--- config.mk ---
export PLATFORM = sky130hd
export DESIGN_NAME = lsc_snooper
export DESIGN_NICKNAME = d
export VERILOG_FILES = /design/src/lsc_pkg.sv /design/src/lsc_tag_copy.sv /design/src/lsc_snooper.sv
export VERILOG_INCLUDE_DIRS = /design/src
export SDC_FILE = /design/constraint.sdc
export NUM_CORES = 2
export LEC_CHECK = 0
export BUFFER_PORTS_ARGS = -buffer_cell sky130_fd_sc_hd__buf_2
export CAP_MARGIN = 30
export CORE_AREA = 8 8 360 362
export DETAILED_ROUTE_END_ITERATION = 8
export DIE_AREA = 0 0 368 370
export PLACE_DENSITY_LB_ADDON = 0.25
export SLEW_MARGIN = 10
export SYNTH_ARGS = -nofsm -noshare
export SYNTH_HDL_FRONTEND = slang
export SYNTH_SLANG_ARGS = --single-unit
--- constraint.sdc ---
create_clock -name clk -period 8.68 [get_ports clk]
set_clock_uncertainty 0.15 [all_clocks]
set_input_delay 1.736 -clock clk [delete_from_list [all_inputs] [get_ports clk]]
set_output_delay 1.736 -clock clk [all_outputs]
set_load 0.005 [all_outputs]
--- src/lsc_defs.svh ---
`ifndef LSC_DEFS_SVH
`define LSC_DEFS_SVH
// Partition mode value for all-SRAM operation
`define LSC_MODE_ALL_SRAM 3'h0
// Cacheable flag position inside a memory attribute register
`define LSC_MAR_CE_BIT 0
// Memory attribute registers reset to not cacheable
`define LSC_MAR_RESET 1'h0
`endif

--- src/lsc_pkg.sv ---
`default_nettype none
package lsc_pkg;
	// Requester of an SRAM transfer
	typedef enum logic [1:0] {
		LSC_SRC_DMA = 2'h0,
		LSC_SRC_HOST = 2'h1
	} lsc_src_t;
	// Transfer request from the DMA engine or host port
	typedef struct packed {
		logic valid;
		logic write;
		lsc_src_t src;
		logic [31:0] addr;
		logic [31:0] wdata;
	} lsc_xfer_t;
	// Snoop command towards a level-one cache
	typedef struct packed {
		logic valid;
		logic invalidate;
		logic [31:0] addr;
	} lsc_snoop_t;
	// Snoop answer from the level-one data cache
	typedef struct packed {
		logic valid;
		logic dirty;
		logic [31:0] data;
	} lsc_snoop_rsp_t;
	// Snooper states, Gray coded along the usual path
	typedef enum logic [1:0] {
		LSC_IDLE = 2'h0,
		LSC_SNOOP = 2'h1,
		LSC_MERGE = 2'h3,
		LSC_DONE = 2'h2
	} lsc_state_t;
endpackage
`default_nettype wire

--- src/lsc_tag_copy.sv ---
`timescale 1ns/1ps
`default_nettype none
// Shadow copy of level-one data cache tags, one entry per set
module lsc_tag_copy #(
	parameter int SETS = 64,
	parameter int IDX_W = 6,
	parameter int TAG_W = 20
) (
	input wire logic clk,
	input wire logic sys_rst,
	input wire logic alloc,
	input wire logic [IDX_W-1:0] alloc_idx,
	input wire logic [TAG_W-1:0] alloc_tag,
	input wire logic inval,
	input wire logic [IDX_W-1:0] inval_idx,
	input wire logic [IDX_W-1:0] look_idx,
	input wire logic [TAG_W-1:0] look_tag,
	output logic hit
);
	logic [TAG_W-1:0] tag_q [SETS];
	logic [SETS-1:0] vld_q;
	logic [SETS-1:0] vld_d;
	// Allocation wins over an invalidation of the same set
	always_comb begin
		vld_d = vld_q;
		if (inval)
			vld_d[inval_idx] = 1'b0;
		if (alloc)
			vld_d[alloc_idx] = 1'b1;
	end
	always_ff @(posedge clk) begin
		if (sys_rst)
			vld_q <= '0;
		else
			vld_q <= vld_d;
		if (alloc)
			tag_q[alloc_idx] <= alloc_tag;
	end
	assign hit = vld_q[look_idx] && (tag_q[look_idx] == look_tag);
endmodule // lsc_tag_copy
`default_nettype wire

--- src/lsc_snooper.sv ---
// Functional notes
// - Mode 000b makes all level-two memory SRAM
// - Non-cacheable access returns element, allocates nothing
// - Cacheable access allocates level-one data only
// - Host read copies dirty data back first
// - Host write snoops, writes back, invalidates
// - Control registers unreachable from DMA or host
// - No snooping of external memory space
// - DMA read stalls until data snoop responds
// - Variant keeps or invalidates line after read
// - Program cache never snooped on DMA read
// - DMA write snoops and invalidates program cache
// - DMA write invalidates data cache lines
// - Tag copy tracked, consulted for snoop need
// - CPU write miss to SRAM passes straight through
// - CPU access to filled SRAM allocates lines
// - Cacheable flags reset to not cacheable
`timescale 1ns/1ps
`default_nettype none
`include "lsc_defs.svh"
module lsc_snooper #(
	parameter bit KEEP_AFTER_READ = 1'b1,
	parameter int SRAM_BYTES = 65536,
	parameter int MAR_N = 16,
	parameter int LINE_B = 5,
	parameter int SETS_B = 6
) (
	input wire logic clk,
	input wire logic sys_rst,
	input wire logic [2:0] l2_partition_mode,
	input wire logic mar_we,
	input wire logic [$clog2(MAR_N)-1:0] mar_idx,
	input wire logic [31:0] mar_wdata,
	input wire lsc_pkg::lsc_xfer_t xfer_req,
	output logic xfer_ready,
	output logic xfer_done,
	output logic xfer_abort,
	output logic [31:0] xfer_rdata,
	output lsc_pkg::lsc_snoop_t dsnoop,
	input wire lsc_pkg::lsc_snoop_rsp_t dsnoop_rsp,
	output lsc_pkg::lsc_snoop_t psnoop,
	input wire logic cpu_valid,
	input wire logic cpu_write,
	input wire logic [31:0] cpu_addr,
	input wire logic cpu_l1_hit,
	output logic cpu_l1_alloc,
	output logic cpu_single,
	output logic cpu_to_sram,
	output logic sram_we,
	output logic [31:0] sram_addr,
	output logic [31:0] sram_wdata,
	input wire logic [31:0] sram_rdata
);
	import lsc_pkg::*;
	localparam int TAG_W = 32 - LINE_B - SETS_B;
	localparam int MAR_SH = 32 - $clog2(MAR_N);
	lsc_state_t st_q, st_d;
	lsc_xfer_t req_q, req_d;
	logic [31:0] rdata_q, rdata_d;
	logic [MAR_N-1:0] ce_q, ce_d;
	logic snoop_hit;
	logic all_sram, cpu_in_sram, cpu_ce, in_sram;
	logic tc_inval;
	// Address maps: SRAM from zero, external space beyond it
	assign all_sram = (l2_partition_mode == `LSC_MODE_ALL_SRAM);
	assign in_sram = (xfer_req.addr < 32'(SRAM_BYTES));
	assign cpu_in_sram = all_sram && (cpu_addr < 32'(SRAM_BYTES));
	assign cpu_ce = ce_q[cpu_addr[31:MAR_SH]];
	// CPU path: SRAM always cacheable, external by flag
	always_comb begin
		cpu_to_sram = cpu_valid && cpu_in_sram;
		cpu_single = cpu_valid && !cpu_in_sram && !cpu_ce;
		// Write miss to SRAM passes through without allocating
		cpu_l1_alloc = cpu_valid && !cpu_l1_hit && !(cpu_write && cpu_in_sram)
			&& (cpu_in_sram || cpu_ce);
	end
	// Cacheable flags, least significant bit of each attribute word
	always_comb begin
		ce_d = ce_q;
		if (mar_we)
			ce_d[mar_idx] = mar_wdata[`LSC_MAR_CE_BIT];
	end
	always_ff @(posedge clk) begin
		if (sys_rst)
			ce_q <= {MAR_N{`LSC_MAR_RESET}};
		else
			ce_q <= ce_d;
	end
	// Shadow tags; only SRAM lines are tracked, external space is never snooped
	lsc_tag_copy #(
		.SETS(1 << SETS_B),
		.IDX_W(SETS_B),
		.TAG_W(TAG_W)
	) u_tags (
		.clk(clk),
		.sys_rst(sys_rst),
		.alloc(cpu_l1_alloc && cpu_in_sram),
		.alloc_idx(cpu_addr[LINE_B +: SETS_B]),
		.alloc_tag(cpu_addr[31 -: TAG_W]),
		.inval(tc_inval),
		.inval_idx(req_q.addr[LINE_B +: SETS_B]),
		.look_idx(req_q.addr[LINE_B +: SETS_B]),
		.look_tag(req_q.addr[31 -: TAG_W]),
		.hit(snoop_hit)
	);
	// Transfers outside SRAM are refused; control space is never served
	assign xfer_ready = (st_q == LSC_IDLE);
	assign xfer_abort = xfer_req.valid && xfer_ready && !(all_sram && in_sram);
	// Snoop sequencer: on a tag copy hit, stalls the transfer until the data cache answers
	always_comb begin
		st_d = st_q;
		req_d = req_q;
		rdata_d = rdata_q;
		dsnoop = '0;
		psnoop = '0;
		sram_we = 1'b0;
		sram_addr = req_q.addr;
		sram_wdata = req_q.wdata;
		tc_inval = 1'b0;
		xfer_done = 1'b0;
		case (st_q)
			LSC_IDLE: begin
				if (xfer_req.valid && !xfer_abort) begin
					req_d = xfer_req;
					st_d = LSC_SNOOP;
				end
			end
			LSC_SNOOP: begin
				// DMA writes notify the program cache; host writes and all reads never
				psnoop.valid = req_q.write && (req_q.src == LSC_SRC_DMA);
				psnoop.invalidate = 1'b1;
				psnoop.addr = req_q.addr;
				if (!snoop_hit) begin
					st_d = LSC_MERGE;
				end else begin
					dsnoop.valid = 1'b1;
					dsnoop.addr = req_q.addr;
					// Host traffic and writes invalidate; DMA read per variant
					dsnoop.invalidate = req_q.write || (req_q.src == LSC_SRC_HOST)
						|| !KEEP_AFTER_READ;
					if (dsnoop_rsp.valid) begin
						tc_inval = dsnoop.invalidate;
						// Modified data lands in SRAM before the request goes on
						if (dsnoop_rsp.dirty) begin
							sram_we = 1'b1;
							sram_wdata = dsnoop_rsp.data;
						end
						st_d = LSC_MERGE;
					end
				end
			end
			LSC_MERGE: begin
				// Write overlays SRAM, read samples it, now coherent
				sram_we = req_q.write;
				rdata_d = sram_rdata;
				st_d = LSC_DONE;
			end
			default: begin
				xfer_done = 1'b1;
				st_d = LSC_IDLE;
			end
		endcase
	end
	always_ff @(posedge clk) begin
		if (sys_rst) begin
			st_q <= LSC_IDLE;
			req_q <= '0;
			rdata_q <= '0;
		end else begin
			st_q <= st_d;
			req_q <= req_d;
			rdata_q <= rdata_d;
		end
	end
	assign xfer_rdata = rdata_q;
	// A transfer never waits in the snoop state without its snoop being issued
	a_snoop_issued: assert property (@(posedge clk) disable iff (sys_rst)
		(st_q == LSC_SNOOP && snoop_hit) |-> dsnoop.valid)
		else $error("snoop not issued while stalled");
	// An unanswered snoop keeps the transfer stalled
	a_snoop_stall: assert property (@(posedge clk) disable iff (sys_rst)
		(st_q == LSC_SNOOP && dsnoop.valid && !dsnoop_rsp.valid) |=> st_q == LSC_SNOOP)
		else $error("transfer released before snoop answer");
	a_prog_read: assert property (@(posedge clk) disable iff (sys_rst)
		(psnoop.valid) |-> req_q.write)
		else $error("program cache snooped on read");
	a_write_inval: assert property (@(posedge clk) disable iff (sys_rst)
		(dsnoop.valid && req_q.write) |-> dsnoop.invalidate)
		else $error("write snoop without invalidate");
	a_variant_keep: assert property (@(posedge clk) disable iff (sys_rst)
		(dsnoop.valid && !req_q.write && req_q.src == LSC_SRC_DMA)
		|-> dsnoop.invalidate == !KEEP_AFTER_READ)
		else $error("read snoop variant mismatch");
	// Dirty data lands in SRAM, then merge, then done on the following cycle
	a_dirty_merge: assert property (@(posedge clk) disable iff (sys_rst)
		(st_q == LSC_SNOOP && dsnoop.valid && dsnoop_rsp.valid && dsnoop_rsp.dirty)
		|-> sram_we ##1 st_q == LSC_MERGE ##1 xfer_done)
		else $error("dirty data not merged before release");
	a_write_thru: assert property (@(posedge clk) disable iff (sys_rst)
		(cpu_valid && cpu_write && cpu_in_sram && !cpu_l1_hit) |-> !cpu_l1_alloc)
		else $error("write miss allocated");
	a_single_nc: assert property (@(posedge clk) disable iff (sys_rst)
		cpu_single |-> !cpu_l1_alloc)
		else $error("non-cacheable access allocated");
	a_mar_reset: assert property (@(posedge clk)
		$fell(sys_rst) |-> ce_q == '0)
		else $error("cacheable flags not cleared");
	a_abort_idle: assert property (@(posedge clk) disable iff (sys_rst)
		xfer_abort |=> st_q == LSC_IDLE)
		else $error("refused transfer was started");
	// Host traffic always leaves the snooped line invalid
	a_host_inval: assert property (@(posedge clk) disable iff (sys_rst)
		(dsnoop.valid && req_q.src == LSC_SRC_HOST) |-> dsnoop.invalidate)
		else $error("host snoop without invalidate");
	// Outside all-SRAM mode no transfer is accepted
	a_mode_refuse: assert property (@(posedge clk) disable iff (sys_rst)
		(xfer_req.valid && xfer_ready && !all_sram) |-> xfer_abort)
		else $error("transfer accepted outside all-SRAM mode");
	// Only SRAM addresses ever reach the snoop sequencer
	a_ext_skip: assert property (@(posedge clk) disable iff (sys_rst)
		(st_q != LSC_IDLE) |-> req_q.addr < 32'(SRAM_BYTES))
		else $error("transfer outside SRAM was started");
endmodule // lsc_snooper
`default_nettype wire

[Yosys cells after proc, flatten, opt, wreduce, memory -nomap -nowiden]
Memory sizes are Yosys's and may differ from the RTL's. A register that Yosys moved wholly into a read port is not among the register bits.
Index checks and enable logic that the tools add are counted.
W data, S select, Z words.
Word-level totals
  bits in latches: 0
  memory bits (read-only): 0
  bits in writable memories: 1344
  output and inout bits: 171
  memories kept: 1
  register bits after elaboration: 181
Cells by class
  equal/unequal tests: 6
  reduce and logical (&&, ||, !) cells: 32
  order comparisons: 9
  $add $sub $neg: 0
  bitwise gates (word level): 3
  multiply operators: 0
  divide/modulo/power cells: 0
  multiplexer cells: 36
  shift-type cells: 0
Memory list
  u_tags.tag_q: words 64, bits a word 21, rd ports 1, clocked after Yosys merged registers in 1, write ports 1, line lsc_tag_copy.sv:20  | logic [TAG_W-1:0] tag_q [SETS];
Operators by type and width (number)
  $mux W32: 4
  $mux W64: 2
  $mux W34: 3
  $and A64 B64 Y64: 1
  $lt A32 B17 Y1 const B: 2
  $not A64 Y64: 1
  $or A64 B64 Y64: 1
  $eq A21 B21 Y1: 1
  $logic_and A1 B1 Y1: 18
  $bwmux W16: 1
  $lt A6 B7 Y1 const B: 2
  $mux W1: 14
  $demux W1 S6: 2
  $ge A6 B1 Y1 const B: 2
  $mux W6: 2
  $lt A4 B5 Y1 const B: 2
  $bmux W1 S6: 1
  $logic_not A1 Y1: 6
  $mux W2: 3
  $pmux W2 S3: 1
  $bmux W1 S4: 1
  $demux W1 S4: 1
  $eq A2 B1 Y1 const B: 2
  $ge A4 B1 Y1 const B: 1
  9 further kinds: 12

[Depth between registers and ports, before layout]
  depth in word-level cells: 9
  mapped depth: 17

[By module]
From an unflattened synthesis, not the netlist that was laid out.
Second synthesis, totals
  cell total of the unflattened synthesis: 3412
  area, all modules: 60885.9 um^2
By module, submodules not included
  lsc_tag_copy: times used 1, sequential area each 41639.9 um^2, cells each 2715, area each 54977.7 um^2
  lsc_snooper: times used 1, sequential area each 2342.2 um^2, cells each 697, area each 5908.2 um^2

[Least setup slack after synthesis]
OpenSTA, ideal clock, no wires.
  path type: register -> output
  start point: reg with a tool-made name
  end point: out sram_wdata[10]
  arrival: 3.956 ns
  cell stages (with the launch flop): 14
  data required time: 6.794 ns
  path slack: 2.838 ns
  cells stage by stage: dfxtp_1 buf_6 buf_2 buf_2 mux4_2 mux4_2 mux2i_1 xor2_1 nor2_1 nor4_1 nand4_2 nor4_4 buf_6 mux2_1
RTL lines
  end: declaration: line lsc_snooper.sv:51  | output logic [31:0] sram_wdata,

==> impl_results.md <==
- Status: completed
- Final slew viol count: 0
- Critical path type: reg2out
- Fin area: 70800 um2
- Placement Setup Slack: 1.25 ns
- Slew headroom: 0.282
- Syn_nets: approximately 3700
- Number of synthesized flops with an enable pin: 1344
- Post-synth top area share: 0.656
- Root Driver: clkbuf_16
- Asr flop ratio synth: 0
- Non-filler cells in the finished layout: 5704
- Post-synth cell types: 74
- Critical Path RT: 6.79 ns
- Crit path launch type: flip-flop
- Share of cells above drive strength 1: 0.296
- Crit Path Max Fanout: 32
- Placeable core area: 124000 um2
- Final WL: 182000 um
- Synth top area cells: edfxtp_1, mux4_2, dfxtp_1
- Worst-skew pair later-pin latency: around 0.8 ns
- DR iter-0 viols: slightly below 5000
- Die Ht: 370 um
- Cell Pwr Density: 211 nW/um2
- Average wire per standard cell: 31.9 um
- Inserted Clock Buffers: 154
- CP arrival: roughly 6.5 ns
- Max_cap viols: 0
- Syn Area/Cell: 17.6 um2
- Synthesis-to-finish area growth: 15.0%
- Tmin final: about 8.4 ns
- Hold buffer count at CTS: 0
- Post-Syn Area: 61500 um2
- Clock tree buffer depth: 3
- Total GRT Usage: 0.259
- Post-synthesis register bit count: 1531
- Io pins: 382
- Drc violations: 0
- CTS tree: built
- Final net count: 4138
- Largest net degree at the start of global routing: between 90 and 100
- DRT antenna net count: 0
- RSZ-0062 raised after global routing: false
- Cell accounting for the most synthesized area: edfxtp_1
- Vias in the first global route: 34400
- Final Setup Violations: 0
- Worst-margin pin slew: approximately 1.1 ns
- Via/cell ratio: 6.26
- RD Place Congestion: between 0.9 and 1
- Fin Setup TNS: 0 ns
- CTS sink cnt: 1531
- Initial antenna violation count: 16
- Seq/Total Area, Yosys: 0.717
- Initial core utilization: 0.495
- Row count: 130
- Critical path endpoint category: output port
- First-pass GRT wire length: 254000 um
- Top_reg_cell synth: edfxtp_1
- Leak: 22.9 nW
- Area after DPL: roughly 66000 um2
- Pwr Total: around 15 mW
- Vias: around 36000
- Worst setup margin: 0.325 ns
- Ys Warns: 0
- Dpl cells: 5413
- Period utilisation layout: 0.963
- I/O Buffers: 345
- FMAX: 0.120 GHz
- Final Hold Fails: 0
- Filler cells: 9449
- Die footprint: 136000 um2
- Peak supply drop: 0.000197 V
- Worst-path clk slew: around 0.060 ns
- First-pass iteration count of the detailed router: 6
- Hold Path Class: reg2reg
- Post-CTS setup buffer count: 0
- Resize count post-CTS: 0
- Detailed placer's ending HPWL: ~110000 um
- Grt total ovfl: 0
- Die Wd: 368 um
- H-Tree Depth: 4
- Post-Syn Instances: ~3500
cell families (layout without fill, tap and decap cells):
kind of cell | after synthesis | in the layout | synth area share
flip-flops | 1531 | 1531 | 0.717
AND/OR/NAND/NOR | 713 | 713 | 0.0580
multiplexers | 496 | 496 | 0.152
AO/OA/AOI/OAI | 484 | 484 | 0.0486
buffers and inverters | 267 | 810 | 0.0229
XOR/XNOR | 14 | 14 | 0.00199
other | 0 | 6 | 0
state kept, by name (all words and copies together), names as in the netlist, named ones only:
name          count
ce_q             16
req_q            35
sram_addr        32
st_q              2
u_tags.tag_q   1344
u_tags.vld_q     64
xfer_rdata       32
placed cells by master (no fill, tap or decap), types with 10 or more instances in the layout:
master / count
and2_1: 84
and3_1: 12
mux2_2: 23
nand2_1: 242
mux4_2: 345
a22oi_1: 25
clkinv_2: 20
buf_2: 344
nor3_1: 18
nor2_1: 71
mux2i_1: 99
nand3b_1: 20
bufinv_16: 15
a221oi_1: 10
or3b_2: 10
dfxtp_1: 181
clkinv_1: 30
nor2b_1: 79
nand3_1: 30
nor2_2: 62
buf_12: 14
buf_4: 153
o21ai_0: 22
clkbuf_1: 31
a21oi_1: 239
nor4_1: 24
nand2b_1: 14
edfxtp_1: 1344
mux2_1: 29
o22ai_1: 46
or3_1: 11
clkbuf_16: 162
inv_1: 13
a211oi_1: 76
Yosys cell counts, types with 10 or more instances:
| master | number |
|---|---|
| o22ai_1 | 46 |
| mux4_2 | 345 |
| buf_6 | 13 |
| nor3_1 | 18 |
| nand3b_1 | 20 |
| nand2b_1 | 14 |
| nand2_1 | 242 |
| o21ai_0 | 22 |
| nor4_1 | 27 |
| nand3_1 | 31 |
| buf_2 | 50 |
| inv_1 | 13 |
| mux2_1 | 29 |
| or3_1 | 11 |
| dfxtp_1 | 187 |
| mux2i_1 | 99 |
| and3_1 | 12 |
| a22oi_1 | 25 |
| clkbuf_1 | 108 |
| nor2_1 | 135 |
| nor2b_1 | 81 |
| and2_1 | 84 |
| buf_4 | 65 |
| mux2_2 | 23 |
| a21oi_1 | 239 |
| a221oi_1 | 10 |
| a211oi_1 | 76 |
| buf_1 | 13 |
| or3b_2 | 10 |
| edfxtp_1 | 1344 |
metal layers:
metal | track usage | part of all wire | vias up
li1 | - | - | 14800
met4 | 0.101 | 0.042 | 6
met5 | 0 | 0.00023 | -
met1 | 0.349 | 0.38 | 18400
met3 | 0.0627 | 0.11 | 348
met2 | 0.411 | 0.47 | 2145
stage by stage:
stage                util  hold WS (ns)
CTS                 0.569         0.303
detailed placement  0.528         0.295
global placement    0.528         0.288
floorplan               -         0.282
finish              0.570         0.305
global route        0.569         0.313
worst paths after layout:
path                                             startpoint                     endpoint  slack (ns)  depth (start not counted)
worst max register to register                    flip-flop  u_tags.vld_q[61]$_SDFF_PP0_        3.13                         11
worst max-delay path                              flip-flop               sram_wdata[26]        0.32                         12
worst min register to register  xfer_rdata[26]$_SDFFE_PP0P_  xfer_rdata[26]$_SDFFE_PP0P_        0.30                          2
worst min-delay path            xfer_rdata[26]$_SDFFE_PP0P_  xfer_rdata[26]$_SDFFE_PP0P_        0.30                          2
layout make-up:
| cell class | count | area [um2] | share of cell area |
|---|---|---|---|
| Timing Repair Buffer | 515 | 3220 | 0.0455 |
| Inverter | 18 | 67.6 | 0.000955 |
| Clock inverter | 77 | 797 | 0.0113 |
| Clock buffer | 200 | 4260 | 0.0602 |
| Antenna cell | 6 | 15.0 | 0.000212 |
| Sequential cell | 1531 | 44100 | 0.623 |
| Multi-Input combinational cell | 1707 | 16200 | 0.229 |
| Tap cell | 1650 | 2060 | 0.0292 |
report_power, final:
| group | switching, mW | internal (mW) | leakage [nW] |
|---|---|---|---|
| logic | 0.175 | 0.0464 | 6.84 |
| registers | 0.000395 | 8.00 | 13.6 |
| clock network | 2.80 | 3.90 | 2.46 |
worst max-delay path: stages, from the launching register on:
cell and delay, ns:
dfxtp_2 0.92, clkinv_1 0.80, buf_4 0.44, nor2_1 0.12, buf_4 0.23, a21oi_1 0.20, a32oi_1 0.63, xnor2_1 0.21
or4bb_1 0.82, nor4_4 0.44, buf_12 0.26, mux2_1 0.42, buf_2 0.16
Note: power is estimated with default switching activity, not from simulation.
